<file path="src/design/dsq_map.vh">
// Offsets, field positions, reset values and counts of the sequencer block
`ifndef DSQ_MAP_VH
`define DSQ_MAP_VH

// Byte-port register offsets
`define DSQ_OFS_CTRL      8'h00
`define DSQ_OFS_PC        8'h01
`define DSQ_OFS_TRG       8'h02
`define DSQ_OFS_CLR       8'h03
`define DSQ_OFS_DBG       8'h04
`define DSQ_OFS_SGL_BASE  8'h08
`define DSQ_SGL_SPAN      8'h0e
`define DSQ_OFS_PAIR_BASE 8'h20
`define DSQ_PAIR_SPAN     8'h1c
`define DSQ_OFS_PM_DATL   8'h40
`define DSQ_OFS_PM_DATH   8'h41
`define DSQ_OFS_PM_ADR    8'h42

// Control register fields
`define DSQ_CTRL_EN       0
`define DSQ_CTRL_IE       1
`define DSQ_CTRL_IF       2
`define DSQ_CTRL_SA       3
`define DSQ_CTRL_SS       4
`define DSQ_CTRL_RST      8'h00

// Debug and counter-clear fields
`define DSQ_DBG_MODE      0
`define DSQ_DBG_STEP      1
`define DSQ_CLR_CPU       0
`define DSQ_CLR_XFER      1
`define DSQ_CLR_EV        2

// Instruction fields
`define DSQ_INS_WAIT      15
`define DSQ_INS_SEL_HI    14
`define DSQ_INS_SEL_LO    12
`define DSQ_INS_EVT       11
`define DSQ_SEL_EVB       3'h7

// Program counter and memory
`define DSQ_PC_FIRST      6'h00
`define DSQ_PC_LAST       6'h2f
`define DSQ_PM_DEPTH      48
`define DSQ_PM_LIMIT      6'h30

// Wide register file
`define DSQ_NREG          14
`define DSQ_NTRIG         8
`define DSQ_SFR_LIMIT     4'he

// Bus masters on the byte port
`define DSQ_MST_CPU       2'h0
`define DSQ_MST_XFER      2'h1
`define DSQ_MST_EV        2'h2

`endif

</file>
<file path="src/design/dsq_seq_access.v">
// Sequencer, trigger wait and byte-wise wide register access
//
// Design decisions made here: the register offsets and the plain strobed port.
`timescale 1ns/100ps
`include "dsq_map.vh"

// Functional notes
// - Setting enable starts the sequence at the preloadable program counter.
// - Wait-flagged instruction holds until its selected R0..R7 is written.
// - On trigger, execute the held instruction then advance the counter.
// - External write to R0..R7 sets its trigger bit; resuming clears it.
// - Trigger bit already set: execute at once, then clear the bit.
// - Counter at 0x2F wraps to 0x00 and the sequence continues.
// - Event-flagged completion sets the interrupt flag and pulses events.
// - Interrupt output is flag AND interrupt enable.
// - ALU and shifter saturation set sticky flags cleared by the CPU.
// - In debug mode each write of 1 to step runs one instruction.
// - Setting debug mode and step in one write runs no step.
// - Debug steps ignore the wait flag; counter wrap still applies.
// - External master wins over the coprocessor on the same register.
// - Wide writes: low byte held, both bytes committed with the high byte.
// - Wide reads: low byte returned, high byte captured for next read.
// - Wide registers decode at one single and two paired addresses.
// - XDATA write beats a simultaneous SFR access to a limit register.
// - CPU has separate SFR and XDATA read counters, one clear bit.
// - Transfer and event unit read counters each have own clear bit.
// - Select 7 pulses event line B, other selects event line A.
// - Program memory: 48 words, address written first, then data bytes.
// - Program memory byte writes land immediately; reads follow address.
// - Select field in bits 14..12 is binary register number.
module dsq_seq_access (
    input  wire        SYS_CLK_IN,      // System clock, 10 MHz
    input  wire        RST_IN,          // Synchronous reset, active high
    input  wire        CLK_EN_IN,       // Clock enable, freezes state low
    input  wire [1:0]  REG_MST_IN,      // Byte-port master id
    input  wire [7:0]  REG_ADDR_IN,     // Byte-port address
    input  wire [7:0]  REG_WDATA_IN,    // Byte-port write data
    input  wire        REG_WR_IN,       // Byte-port write strobe
    input  wire        REG_RD_IN,       // Byte-port read strobe
    output reg  [7:0]  REG_RDATA_OUT,   // Byte-port read data
    input  wire [3:0]  SFR_ADDR_IN,     // SFR register index
    input  wire [15:0] SFR_WDATA_IN,    // SFR write data
    input  wire        SFR_WIDE_IN,     // SFR 16-bit transfer
    input  wire        SFR_WR_IN,       // SFR write strobe
    input  wire        SFR_RD_IN,       // SFR read strobe
    output reg  [15:0] SFR_RDATA_OUT,   // SFR read data
    input  wire        COP_WR_IN,       // Datapath register write
    input  wire [3:0]  COP_SEL_IN,      // Datapath write index
    input  wire [15:0] COP_WDATA_IN,    // Datapath write data
    output wire        COP_WR_LOST_OUT, // Datapath write overridden
    input  wire [3:0]  COP_RSEL_IN,     // Datapath read index
    output reg  [15:0] COP_RDATA_OUT,   // Datapath read data
    output reg         EXEC_START_OUT,  // Instruction issue pulse
    output reg  [15:0] INSTR_OUT,       // Instruction being executed
    output reg  [5:0]  PC_OUT,          // Program counter
    input  wire        EXEC_DONE_IN,    // Datapath completion pulse
    input  wire        SAT_ALU_IN,      // ALU saturated
    input  wire        SAT_SHF_IN,      // Shifter saturated
    output reg         EVENT_A_OUT,     // Event line A pulse
    output reg         EVENT_B_OUT,     // Event line B pulse
    output wire        IRQ_OUT          // Interrupt request
);

    localparam [3:0] ST_IDLE  = 4'b0001;
    localparam [3:0] ST_FETCH = 4'b0010;
    localparam [3:0] ST_WAIT  = 4'b0100;
    localparam [3:0] ST_EXEC  = 4'b1000;

    reg  [15:0] wreg_q [0:`DSQ_NREG-1];
    reg  [15:0] pmem_q [0:`DSQ_PM_DEPTH-1];
    reg  [3:0]  state_q;
    reg         en_q;
    reg         ie_q;
    reg         if_q;
    reg         sa_q;
    reg         ss_q;
    reg         dbg_q;
    reg         step_q;
    reg         forced_q;
    reg  [7:0]  trg_q;
    reg  [5:0]  pm_adr_q;
    reg  [3:0]  rcnt_q;
    reg  [7:0]  rhold_q [0:3];
    reg         xwph_q;
    reg  [7:0]  xwhold_q;
    reg         swph_q;
    reg  [7:0]  swhold_q;

    wire [7:0]  x_sgl_off  = REG_ADDR_IN - `DSQ_OFS_SGL_BASE;
    wire [7:0]  x_pair_off = REG_ADDR_IN - `DSQ_OFS_PAIR_BASE;
    wire        x_sgl_hit  = x_sgl_off < `DSQ_SGL_SPAN;
    wire        x_pair_hit = x_pair_off < `DSQ_PAIR_SPAN;
    wire        x_wide_hit = x_sgl_hit | x_pair_hit;
    wire [3:0]  x_idx      = x_sgl_hit ? x_sgl_off[3:0] : x_pair_off[4:1];
    wire [1:0]  rci        = (REG_MST_IN == 2'h3) ? `DSQ_MST_CPU : REG_MST_IN;
    wire        s_hit      = SFR_ADDR_IN < `DSQ_SFR_LIMIT;
    wire        pm_ok      = pm_adr_q < `DSQ_PM_LIMIT;
    wire [15:0] x_word     = wreg_q[x_idx];
    wire [15:0] s_word     = wreg_q[SFR_ADDR_IN];
    wire [15:0] pm_word    = pm_ok ? pmem_q[pm_adr_q] : 16'h0000;

    // Pair address picks the byte; single address follows the counter
    wire x_rd_hi = x_pair_hit ? x_pair_off[0] : rcnt_q[rci];
    wire x_wr_hi = x_pair_hit ? x_pair_off[0] : xwph_q;

    wire        xw_go  = REG_WR_IN & x_wide_hit & x_wr_hi;
    wire [15:0] xw_val = {REG_WDATA_IN, xwhold_q};
    wire        sw_go  = SFR_WR_IN & s_hit & (SFR_WIDE_IN | swph_q);
    wire [15:0] sw_val = SFR_WIDE_IN ? SFR_WDATA_IN
                                     : {SFR_WDATA_IN[7:0], swhold_q};

    wire wr_ctrl = REG_WR_IN & (REG_ADDR_IN == `DSQ_OFS_CTRL);
    wire wr_pc   = REG_WR_IN & (REG_ADDR_IN == `DSQ_OFS_PC);
    wire wr_trg  = REG_WR_IN & (REG_ADDR_IN == `DSQ_OFS_TRG);
    wire wr_clr  = REG_WR_IN & (REG_ADDR_IN == `DSQ_OFS_CLR);
    wire wr_dbg  = REG_WR_IN & (REG_ADDR_IN == `DSQ_OFS_DBG);
    wire wr_datl = REG_WR_IN & (REG_ADDR_IN == `DSQ_OFS_PM_DATL);
    wire wr_dath = REG_WR_IN & (REG_ADDR_IN == `DSQ_OFS_PM_DATH);
    wire wr_adr  = REG_WR_IN & (REG_ADDR_IN == `DSQ_OFS_PM_ADR);

    wire [2:0] sel    = INSTR_OUT[`DSQ_INS_SEL_HI:`DSQ_INS_SEL_LO];
    wire       waitf  = INSTR_OUT[`DSQ_INS_WAIT];
    wire       in_wait = (state_q == ST_WAIT) & en_q;
    wire       go_free = in_wait & (forced_q | ~waitf);
    wire       go_trig = in_wait & ~forced_q & waitf & trg_q[sel];
    wire       done   = (state_q == ST_EXEC) & EXEC_DONE_IN;
    wire       evt    = done & INSTR_OUT[`DSQ_INS_EVT];
    wire [7:0] consume = go_trig ? (8'h01 << sel) : 8'h00;
    wire [`DSQ_NTRIG-1:0] trg_set;

    assign IRQ_OUT = if_q & ie_q;

    // Byte-port writes lose to nobody; SFR writes yield to them; the datapath yields to both buses
    assign COP_WR_LOST_OUT = COP_WR_IN &
                             ((xw_go & (x_idx == COP_SEL_IN)) |
                              (sw_go & (SFR_ADDR_IN == COP_SEL_IN)));

    genvar gi;
    generate
        for (gi = 0; gi < `DSQ_NREG; gi = gi + 1) begin : g_reg
            wire x_this = xw_go & (x_idx == gi);
            wire s_this = sw_go & (SFR_ADDR_IN == gi);
            wire c_this = COP_WR_IN & (COP_SEL_IN == gi);
            always @(posedge SYS_CLK_IN) begin
                if (RST_IN) begin
                    wreg_q[gi] <= 16'h0000;
                end else if (CLK_EN_IN) begin
                    if (x_this) begin
                        wreg_q[gi] <= xw_val;
                    end else if (s_this) begin
                        wreg_q[gi] <= sw_val;
                    end else if (c_this) begin
                        wreg_q[gi] <= COP_WDATA_IN;
                    end
                end
            end
            if (gi < `DSQ_NTRIG) begin : g_trg
                assign trg_set[gi] = x_this | s_this;
            end
        end
    endgenerate

    // Program memory carries no reset; software loads it before enabling
    always @(posedge SYS_CLK_IN) begin
        if (CLK_EN_IN && pm_ok) begin
            if (wr_datl) begin
                pmem_q[pm_adr_q] <= {pmem_q[pm_adr_q][15:8],
                                     REG_WDATA_IN};
            end else if (wr_dath) begin
                pmem_q[pm_adr_q] <= {REG_WDATA_IN,
                                     pmem_q[pm_adr_q][7:0]};
            end
        end
    end

    // Control, flags, trigger status and debug controls
    always @(posedge SYS_CLK_IN) begin
        if (RST_IN) begin
            en_q     <= 1'b0;
            ie_q     <= 1'b0;
            if_q     <= 1'b0;
            sa_q     <= 1'b0;
            ss_q     <= 1'b0;
            dbg_q    <= 1'b0;
            step_q   <= 1'b0;
            trg_q    <= 8'h00;
            pm_adr_q <= 6'h00;
        end else if (CLK_EN_IN) begin
            if (wr_ctrl) begin
                en_q <= REG_WDATA_IN[`DSQ_CTRL_EN];
                ie_q <= REG_WDATA_IN[`DSQ_CTRL_IE];
            end
            // Hardware set wins over a software clear in the same cycle
            if_q <= (wr_ctrl ? REG_WDATA_IN[`DSQ_CTRL_IF] : if_q)
                    | evt;
            sa_q <= (wr_ctrl ? REG_WDATA_IN[`DSQ_CTRL_SA] : sa_q)
                    | ((state_q == ST_EXEC) & SAT_ALU_IN);
            ss_q <= (wr_ctrl ? REG_WDATA_IN[`DSQ_CTRL_SS] : ss_q)
                    | ((state_q == ST_EXEC) & SAT_SHF_IN);
            trg_q <= (((wr_trg ? REG_WDATA_IN : trg_q) & ~consume)
                     | trg_set);
            if (wr_dbg) begin
                dbg_q <= REG_WDATA_IN[`DSQ_DBG_MODE];
            end
            // Step counts only if debug mode was already on
            if (wr_dbg && dbg_q && REG_WDATA_IN[`DSQ_DBG_MODE] &&
                REG_WDATA_IN[`DSQ_DBG_STEP]) begin
                step_q <= 1'b1;
            end else if (wr_dbg && !REG_WDATA_IN[`DSQ_DBG_MODE]) begin
                step_q <= 1'b0;
            end else if (state_q == ST_IDLE && en_q && dbg_q) begin
                step_q <= 1'b0;
            end
            if (wr_adr) begin
                pm_adr_q <= REG_WDATA_IN[5:0];
            end
        end
    end

    // Sequencer
    always @(posedge SYS_CLK_IN) begin
        if (RST_IN) begin
            state_q        <= ST_IDLE;
            PC_OUT         <= `DSQ_PC_FIRST;
            INSTR_OUT      <= 16'h0000;
            forced_q       <= 1'b0;
            EXEC_START_OUT <= 1'b0;
            EVENT_A_OUT    <= 1'b0;
            EVENT_B_OUT    <= 1'b0;
        end else if (CLK_EN_IN) begin
            EXEC_START_OUT <= 1'b0;
            EVENT_A_OUT    <= evt & (sel != `DSQ_SEL_EVB);
            EVENT_B_OUT    <= evt & (sel == `DSQ_SEL_EVB);
            case (state_q)
                ST_IDLE: begin
                    if (wr_pc && !en_q) begin
                        PC_OUT <= REG_WDATA_IN[5:0];
                    end
                    if (en_q && (!dbg_q || step_q)) begin
                        forced_q <= dbg_q;
                        state_q  <= ST_FETCH;
                    end
                end
                ST_FETCH: begin
                    if (!en_q) begin
                        state_q <= ST_IDLE;
                    end else begin
                        INSTR_OUT <= pmem_q[PC_OUT];
                        state_q   <= ST_WAIT;
                    end
                end
                ST_WAIT: begin
                    if (!en_q) begin
                        state_q <= ST_IDLE;
                    end else if (go_free || go_trig) begin
                        EXEC_START_OUT <= 1'b1;
                        state_q        <= ST_EXEC;
                    end
                end
                ST_EXEC: begin
                    // An issued instruction always finishes, even if disabled
                    if (EXEC_DONE_IN) begin
                        if (PC_OUT == `DSQ_PC_LAST) begin
                            PC_OUT <= `DSQ_PC_FIRST;
                        end else begin
                            PC_OUT <= PC_OUT + 6'h01;
                        end
                        state_q <= ST_IDLE;
                    end
                end
                default: begin
                    state_q <= ST_IDLE;
                end
            endcase
        end
    end

    // Byte-order counters, capture and write holding registers
    always @(posedge SYS_CLK_IN) begin
        if (RST_IN) begin
            rcnt_q     <= 4'h0;
            rhold_q[0] <= 8'h00;
            rhold_q[1] <= 8'h00;
            rhold_q[2] <= 8'h00;
            rhold_q[3] <= 8'h00;
            xwph_q     <= 1'b0;
            xwhold_q   <= 8'h00;
            swph_q     <= 1'b0;
            swhold_q   <= 8'h00;
        end else if (CLK_EN_IN) begin
            if (REG_RD_IN && x_wide_hit) begin
                if (!x_rd_hi) begin
                    rhold_q[rci] <= x_word[15:8];
                    rcnt_q[rci]  <= 1'b1;
                end else begin
                    rcnt_q[rci]  <= 1'b0;
                end
            end
            if (SFR_RD_IN && s_hit && !SFR_WIDE_IN) begin
                if (!rcnt_q[3]) begin
                    rhold_q[3] <= s_word[15:8];
                    rcnt_q[3]  <= 1'b1;
                end else begin
                    rcnt_q[3]  <= 1'b0;
                end
            end
            if (wr_clr) begin
                if (REG_WDATA_IN[`DSQ_CLR_CPU]) begin
                    rcnt_q[0] <= 1'b0;
                    rcnt_q[3] <= 1'b0;
                end
                if (REG_WDATA_IN[`DSQ_CLR_XFER]) begin
                    rcnt_q[1] <= 1'b0;
                end
                if (REG_WDATA_IN[`DSQ_CLR_EV]) begin
                    rcnt_q[2] <= 1'b0;
                end
            end
            if (REG_WR_IN && x_wide_hit) begin
                if (!x_wr_hi) begin
                    xwhold_q <= REG_WDATA_IN;
                    xwph_q   <= 1'b1;
                end else begin
                    xwph_q   <= 1'b0;
                end
            end
            // Full-width transfers bypass the holding path
            if (SFR_WR_IN && s_hit && !SFR_WIDE_IN) begin
                if (!swph_q) begin
                    swhold_q <= SFR_WDATA_IN[7:0];
                    swph_q   <= 1'b1;
                end else begin
                    swph_q   <= 1'b0;
                end
            end
        end
    end

    // Read data, one cycle after the strobe; unmapped reads return zero
    always @(posedge SYS_CLK_IN) begin
        if (RST_IN) begin
            REG_RDATA_OUT <= 8'h00;
            SFR_RDATA_OUT <= 16'h0000;
            COP_RDATA_OUT <= 16'h0000;
        end else if (CLK_EN_IN) begin
            COP_RDATA_OUT <= (COP_RSEL_IN < `DSQ_SFR_LIMIT) ?
                             wreg_q[COP_RSEL_IN] : 16'h0000;
            REG_RDATA_OUT <= 8'h00;
            if (REG_RD_IN) begin
                if (x_wide_hit) begin
                    REG_RDATA_OUT <= x_rd_hi ? rhold_q[rci]
                                             : x_word[7:0];
                end else begin
                    case (REG_ADDR_IN)
                        `DSQ_OFS_CTRL:
                            REG_RDATA_OUT <= {3'h0, ss_q, sa_q, if_q,
                                              ie_q, en_q};
                        `DSQ_OFS_PC:
                            REG_RDATA_OUT <= {2'h0, PC_OUT};
                        `DSQ_OFS_TRG:
                            REG_RDATA_OUT <= trg_q;
                        `DSQ_OFS_DBG:
                            REG_RDATA_OUT <= {7'h00, dbg_q};
                        `DSQ_OFS_PM_DATL:
                            REG_RDATA_OUT <= pm_word[7:0];
                        `DSQ_OFS_PM_DATH:
                            REG_RDATA_OUT <= pm_word[15:8];
                        `DSQ_OFS_PM_ADR:
                            REG_RDATA_OUT <= {2'h0, pm_adr_q};
                        default:
                            REG_RDATA_OUT <= 8'h00;
                    endcase
                end
            end
            SFR_RDATA_OUT <= 16'h0000;
            if (SFR_RD_IN && s_hit) begin
                if (SFR_WIDE_IN) begin
                    SFR_RDATA_OUT <= s_word;
                end else if (rcnt_q[3]) begin
                    SFR_RDATA_OUT <= {8'h00, rhold_q[3]};
                end else begin
                    SFR_RDATA_OUT <= {8'h00, s_word[7:0]};
                end
            end
        end
    end

endmodule

</file>
<file path="config.mk">
export PLATFORM = sky130hd
export DESIGN_NAME = dsq_seq_access
export DESIGN_NICKNAME = d
export VERILOG_FILES = /design/src/design/dsq_seq_access.v
export VERILOG_INCLUDE_DIRS = /design/src /design/src/design
export SDC_FILE = /design/constraint.sdc
export NUM_CORES = 2
export LEC_CHECK = 0
export BUFFER_PORTS_ARGS = -buffer_cell sky130_fd_sc_hd__clkbuf_2
export CAP_MARGIN = 20
export CELL_PAD_IN_SITES_DETAIL_PLACEMENT = 0
export CELL_PAD_IN_SITES_GLOBAL_PLACEMENT = 1
export CORE_MARGIN = 2
export CORE_UTILIZATION = 48
export CTS_CLUSTER_SIZE = 28
export DETAILED_ROUTE_END_ITERATION = 8
export PLACE_DENSITY = 0.81
export SYNTH_ARGS = -nofsm -noshare
export SYNTH_HDL_FRONTEND = slang
export SYNTH_SLANG_ARGS = --single-unit
</file>
<file path="constraint.sdc">
create_clock -name SYS_CLK_IN -period 5.2 [get_ports SYS_CLK_IN]
set_input_delay 1.04 -clock SYS_CLK_IN [delete_from_list [all_inputs] [get_ports SYS_CLK_IN]]
set_output_delay 1.04 -clock SYS_CLK_IN [all_outputs]
set_load 0.005 [all_outputs]
</file>
## Word-level counts from Yosys, hierarchy flattened

Memory sizes are Yosys's and may differ from the RTL's. A register that Yosys moved wholly into a read port is not among the register bits.
Index checks and enable logic that the tools add are counted.

- $add $sub $neg: 3
- Reductions and logical operators: 41
- Shifts and indexed selects: 1
- Muxes and demuxes: 329
- Eq/ne operators: 60
- Bitwise operators: 138
- Order comparisons: 8

Operator list:

| kind | count |
|---|---|
| $mux W16 | 48 |
| $mux W1 | 251 |
| $eq A4 B4 Y1 const B | 19 |
| $and A1 B1 Y1 | 69 |
| $mux W8 | 8 |
| $or A1 B1 Y1 | 59 |
| $pmux W8 S7 | 1 |
| $eq A4 B3 Y1 const B | 13 |
| $mux W4 | 8 |
| $mux W6 | 5 |
| $eq A4 B2 Y1 const B | 7 |
| $eq A8 B7 Y1 const B | 3 |
| $eq A4 B1 Y1 const B | 4 |
| $eq A8 B2 Y1 const B | 2 |
| $logic_and A1 B1 Y1 | 16 |
| $pmux W4 S4 | 1 |
| $logic_not A4 Y1 | 3 |
| $pmux W6 S2 | 1 |
| $reduce_and A2 Y1 | 6 |
| $reduce_and A3 Y1 | 4 |
| $and A8 B8 Y8 | 1 |
| $eq A4 B4 Y1 | 2 |
| $eq A8 B1 Y1 const B | 1 |
| $eq A8 B3 Y1 const B | 1 |
| other kinds (36) | 47 |

- Register bits after elaboration: 97
- Word-level logic and storage cells: 606
- Bits of input ports: 74
- Memories: 3
- Output and inout bits: 67
- Bits in writable memories: 1024

Memories:

| memory | words | width | read ports | clocked after memory_dff | wr ports | line | text |
|---|---|---|---|---|---|---|---|
| pmem_q | 48 | 16 | 2 | 2 | 1 | dsq_seq_access.v:70 | `` reg [15:0] pmem_q [0:`DSQ_PM_DEPTH-1]; `` |
| wreg_q | 14 | 16 | 3 | 0 | 14 | dsq_seq_access.v:69 | `` reg [15:0] wreg_q [0:`DSQ_NREG-1]; `` |
| rhold_q | 4 | 8 | 2 | 0 | 4 | dsq_seq_access.v:83 | `reg [7:0] rhold_q [0:3];` |

## Depth between registers and ports, before layout

- Word-level depth: 13
- Mapped depth: 15
- Gate-level depth less buffers: 10

## Worst setup path before layout

No wires, ideal clock.

- Kind: input to output
- Start: input REG_ADDR_IN[6]
- End: output COP_WR_LOST_OUT
- Stages: 13
- Data arrival time: 3.720 ns
- Path slack: 0.440 ns
- Required time: 4.160 ns
- Path buffers: 3
- Cell sequence: clkbuf_1 -> inv_1 -> ha_1 -> xnor2_1 -> a21o_1 -> nand3_1 -> nand2_2 -> clkbuf_1 -> clkbuf_1 -> xnor2_1 -> nand4_1 -> o22ai_1 -> and2_1

- Word-level cells in the longest chain between the ends: 8
- Elaborated cells on any way between the ends: 13
- Those cells by class: 2 x add/sub; 2 x order compare; 1 x eq/ne; 2 x mux; 6 x bitwise

RTL lines:

| item | line | text |
|---|---|---|
| start, declared | dsq_seq_access.v:36 | `input wire [7:0] REG_ADDR_IN,` |
| $sub A8 B4 Y8 (no source line) or $sub A8 B6 Y8 (tied branches) | n/a |  |
| $lt A8 B4 Y1 (no source line) or $lt A8 B5 Y1 (tied branches) | n/a |  |
| $or A1 B1 Y1 | dsq_seq_access.v:93 | `wire x_wide_hit = x_sgl_hit \| x_pair_hit;` |
| $and A1 B1 Y1 (2 in a row) | dsq_seq_access.v:106 | `wire xw_go = REG_WR_IN & x_wide_hit & x_wr_hi;` |
| $and A1 B1 Y1 (*) | dsq_seq_access.v:135 | `((xw_go & (x_idx == COP_SEL_IN)) \|` |
| $or A1 B1 Y1 (*) | dsq_seq_access.v:135 |  |
| $and A1 B1 Y1 (*) | dsq_seq_access.v:134 | `assign COP_WR_LOST_OUT = COP_WR_IN &` |
| end, declared | dsq_seq_access.v:50 | `output wire COP_WR_LOST_OUT,` |

Every way passes the cells marked *; elsewhere a longest branch is shown, timed or not.

## Worst setup path in the final report

- Start: input REG_ADDR_IN[5]
- End: output COP_WR_LOST_OUT

Same word-level chain as after synthesis.

==> run summary <==
Yosys attributes the largest share of cell area to edfxtp_1 (51%), mux4_2 (21%), dfxtp_1 (4.0%). The startpoint kind of the worst setup timing path was an input port. Row generation in the floorplan step produced 129 rows. The run gives 0 as the count of instances resized after the clock tree is built. The top cell types in the final layout, fill and taps aside, are edfxtp_1 (1024), mux4_2 (558), nor2_1 (300), buf_4 (241), nand2_1 (197).

For the full die area, the log shows 128200 um2. Counting every sink on the clock net gives 1143. The logs give 60180 um2 for the cell area after technology mapping and 800 ps for the insertion delay to the later sink of the worst-skew pair. The synthesized design contains 1024 enable-type register cells. Worst hold path startpoint: REG_RDATA_OUT[3]$_SDFFE_PP0P_. In this run the post-CTS setup repair buffer count came out at 0. The worst hold margin is 457.3 ps.

Clock tree synthesis inserted a total of 118 buffers. At the end of routability-driven placement, the weighted congestion stood at 1.064. The sequential cells in the finished layout cover a total of 33150 um2. Across the routed clock network, the largest skew measured is 63.75 ps. The tools report the initial antenna violation count as 10.

In this run the worst setup path begins at REG_ADDR_IN[5]. The kind of path behind the tightest hold check is flip-flop to flip-flop. The Yosys step of the flow raised 0 warnings. The detail route stage leaves a number of antenna-violating nets equal to 0.

Setup repair after global routing left no endpoint under its margin. In this run the clock root is driven by a clkbuf_16. 141 I/O pins were placed. The detailed router finished its first iteration with 7711 violations. Max-cap violations in this run came to 0. The power per cell area was 300.3 nW/um2.

Synthesis-stage register bit count: 1143. Synthesis produced a netlist whose cell count is 4097. The run finished, with violations left. The critical path class was input port to output port. The share of cells above drive strength 1 was 0.3093.

The final reports fail on design-rule violations. Detailed placement ended at an HPWL of 147600 um. In this run the standard cell core region covers 124100 um2. The logs give 20.54 mW for the overall power after layout and 9810 for the layout filler cell count.

The number of H-tree branching levels is 3, and the deepest clock path buffer count is 3. The synthesized netlist contains 97 unique library cells. For the finished layout, the period the worst path requires is 4910 ps. The library cell used most frequently in the layout, excluding fill and tap cells, is edfxtp_1.

The share of the synthesized area in the top cell type is 0.5110. For this run, the leading register cell type out of synthesis is edfxtp_1. The final cycle utilization of the critical path was 0.9442; the number of nets produced by synthesis was 4177. The post-detailed-route via-to-cell ratio came out at 7.295. The largest total area in the synthesized netlist belongs to edfxtp_1. At the end of the flow, the number of nets in the layout was 4339.

The largest net degree at the start of global routing was 99; the number of slew-limit violations in the final report was 0. The worst-case IR drop observed on VDD is 0.0004667 V. The tools report the number of global-route vias before repair as 41940. The initial cell density of the core was 0.4848.

STA classifies the critical path endpoint as an output port. Setup violations remaining at the end of the flow were counted as 0. TritonCTS built the clock tree. The number of optimization iterations in the first detailed-route pass came out at 9. The share of synthesized registers carrying an async set or reset was 0. The run gives 0 ps as the total negative slack. The floorplan step set the die height to 358.1 um. In this run the worst path has a maximum fanout of 10.

The run gives 0 as the count of endpoints failing hold in the final timing report. The worst register-to-register path has a setup slack of 910 ps. The run gives 0.5506 as the sequential-to-total area share from yosys stat. The headroom to the max-slew limit came out at 0.2011. STA puts the critical path data required time at 4160 ps.

The tools report the global-route wire length before repair as 313000 um. In this run the static leakage power is 22.54 nW. STA puts the critical path data arrival time at 3870 ps. Relative to the synthesized area, the layout overhead comes to 13.64%.

The achievable frequency came out at 0.2037 GHz. Clock-pin slew on the worst setup and hold paths: 60 ps. After synthesis, the mean cell area works out to 14.69 um2.

The routed layout has 43820 vias. The routed wire length per instance works out to 37.37 um. The total global routing overflow was 0.

The number of I/O port buffers came out at 140. The number of hold buffers added after CTS was 0. For the pin with the worst max-slew slack, the measured transition is 1165 ps. The area of the multi-input gates is 25490 um2, and the post-detailed-route DRC marker count is 7.

In this run the horizontal extent of the chip is 358.1 um. The total global-route track usage is 0.3481. The wire length reported by the detailed router is 224500 um.
cell usage after synthesis (18+ instances only):
cell	count
o221ai_1	31
nor2b_1	33
a221o_1	64
a22o_1	20
nand2_1	197
nor3_1	35
a221oi_1	24
mux4_2	558
o21ai_0	107
inv_1	127
clkbuf_1	242
a222oi_1	78
o211ai_1	24
nand3_1	59
edfxtp_1	1024
a21oi_1	150
mux2_2	53
a211oi_1	61
mux2i_1	128
dfxtp_1	119
o21ai_1	18
a22oi_1	94
buf_2	58
nor2_1	349
and2_1	19
nand4_1	29
buf_1	64
and3_1	70
final timing paths:
| check | endpoint | depth (start not counted) |
|---|---|---|
| worst min-delay path | REG_RDATA_OUT[3]$_SDFFE_PP0P_ | 2 |
| worst max-delay path | COP_WR_LOST_OUT | 13 |
| worst max register to register | pmem_q[12][6]$_DFFE_PP_ | 7 |
| worst min register to register | REG_RDATA_OUT[3]$_SDFFE_PP0P_ | 2 |
state kept, by name (all words and copies together) (netlist names), 8 cells and up, named ones only:
signal         cells
pmem_q           768
wreg_q           224
rhold_q           32
COP_RDATA_OUT     16
INSTR_OUT         16
SFR_RDATA_OUT     16
REG_RDATA_OUT      8
swhold_q           8
trg_q              8
xwhold_q           8
final cells by class:
cell class                 count  share of cell area
clock inverter                74             0.01297
timing repair buffer         413             0.04680
tap                         1637             0.02995
clock buffer                 149             0.04548
antenna                        8           0.0002927
inverter                     127            0.006971
multi-input combinational   2456              0.3727
sequential                  1143              0.4848
logic make-up (layout without fill, tap and decap cells):
group,after synthesis,count (layout),synth area share
fa+ha+maj,6,6,0.001247
mux,739,739,0.2400
xor+xnor,10,10,0.001455
simple gates,863,863,0.06793
compound gates,838,838,0.1058
flops,1143,1143,0.5506
other cells,0,8,0
buf+inv,498,763,0.03302
per-stage QoR:
stage	util	instance area [um2]	instances	setup WS (ps)
3_3_place_gp	0.5177	64260	5771	434.0
2_1_floorplan	-	60180	4097	440.4
5_1_grt	0.5509	68370	6002	142.6
4_1_cts	0.5500	68260	5994	461.0
3_5_place_dp	0.5177	64260	5771	412.1
6_report	0.5510	68390	6007	290.2
power breakdown:
group	leakage (nW)	switching, mW	internal [mW]	total [mW]
Sequential	10.5	0.114	10.1	10.2
Clock	1.94	3.83	5.01	8.84
Combinational	10.1	1.04	0.492	1.53
critical path, cell delays in order:
cell	delay, ps
clkbuf_2	240
inv_1	80
ha_1	210
xnor2_1	360
a21oi_4	210
o31a_1	350
nor2_1	120
buf_4	200
xnor2_1	160
nand4_1	120
o22ai_1	440
and2_1	200
clkbuf_2	110
metal layers:
layer / share of wire / vias to the layer above / wire length [um] / track usage
li1: - / 17230 / - / -
met4: 0.071 / 8 / 15940 / 0.1995
met3: 0.14 / 781 / 31990 / 0.1216
met1: 0.34 / 22030 / 75950 / 0.4394
met5: 0.0013 / - / 287 / 0.002963
met2: 0.45 / 3774 / 100300 / 0.5238
(Power assumes the default switching activity.)
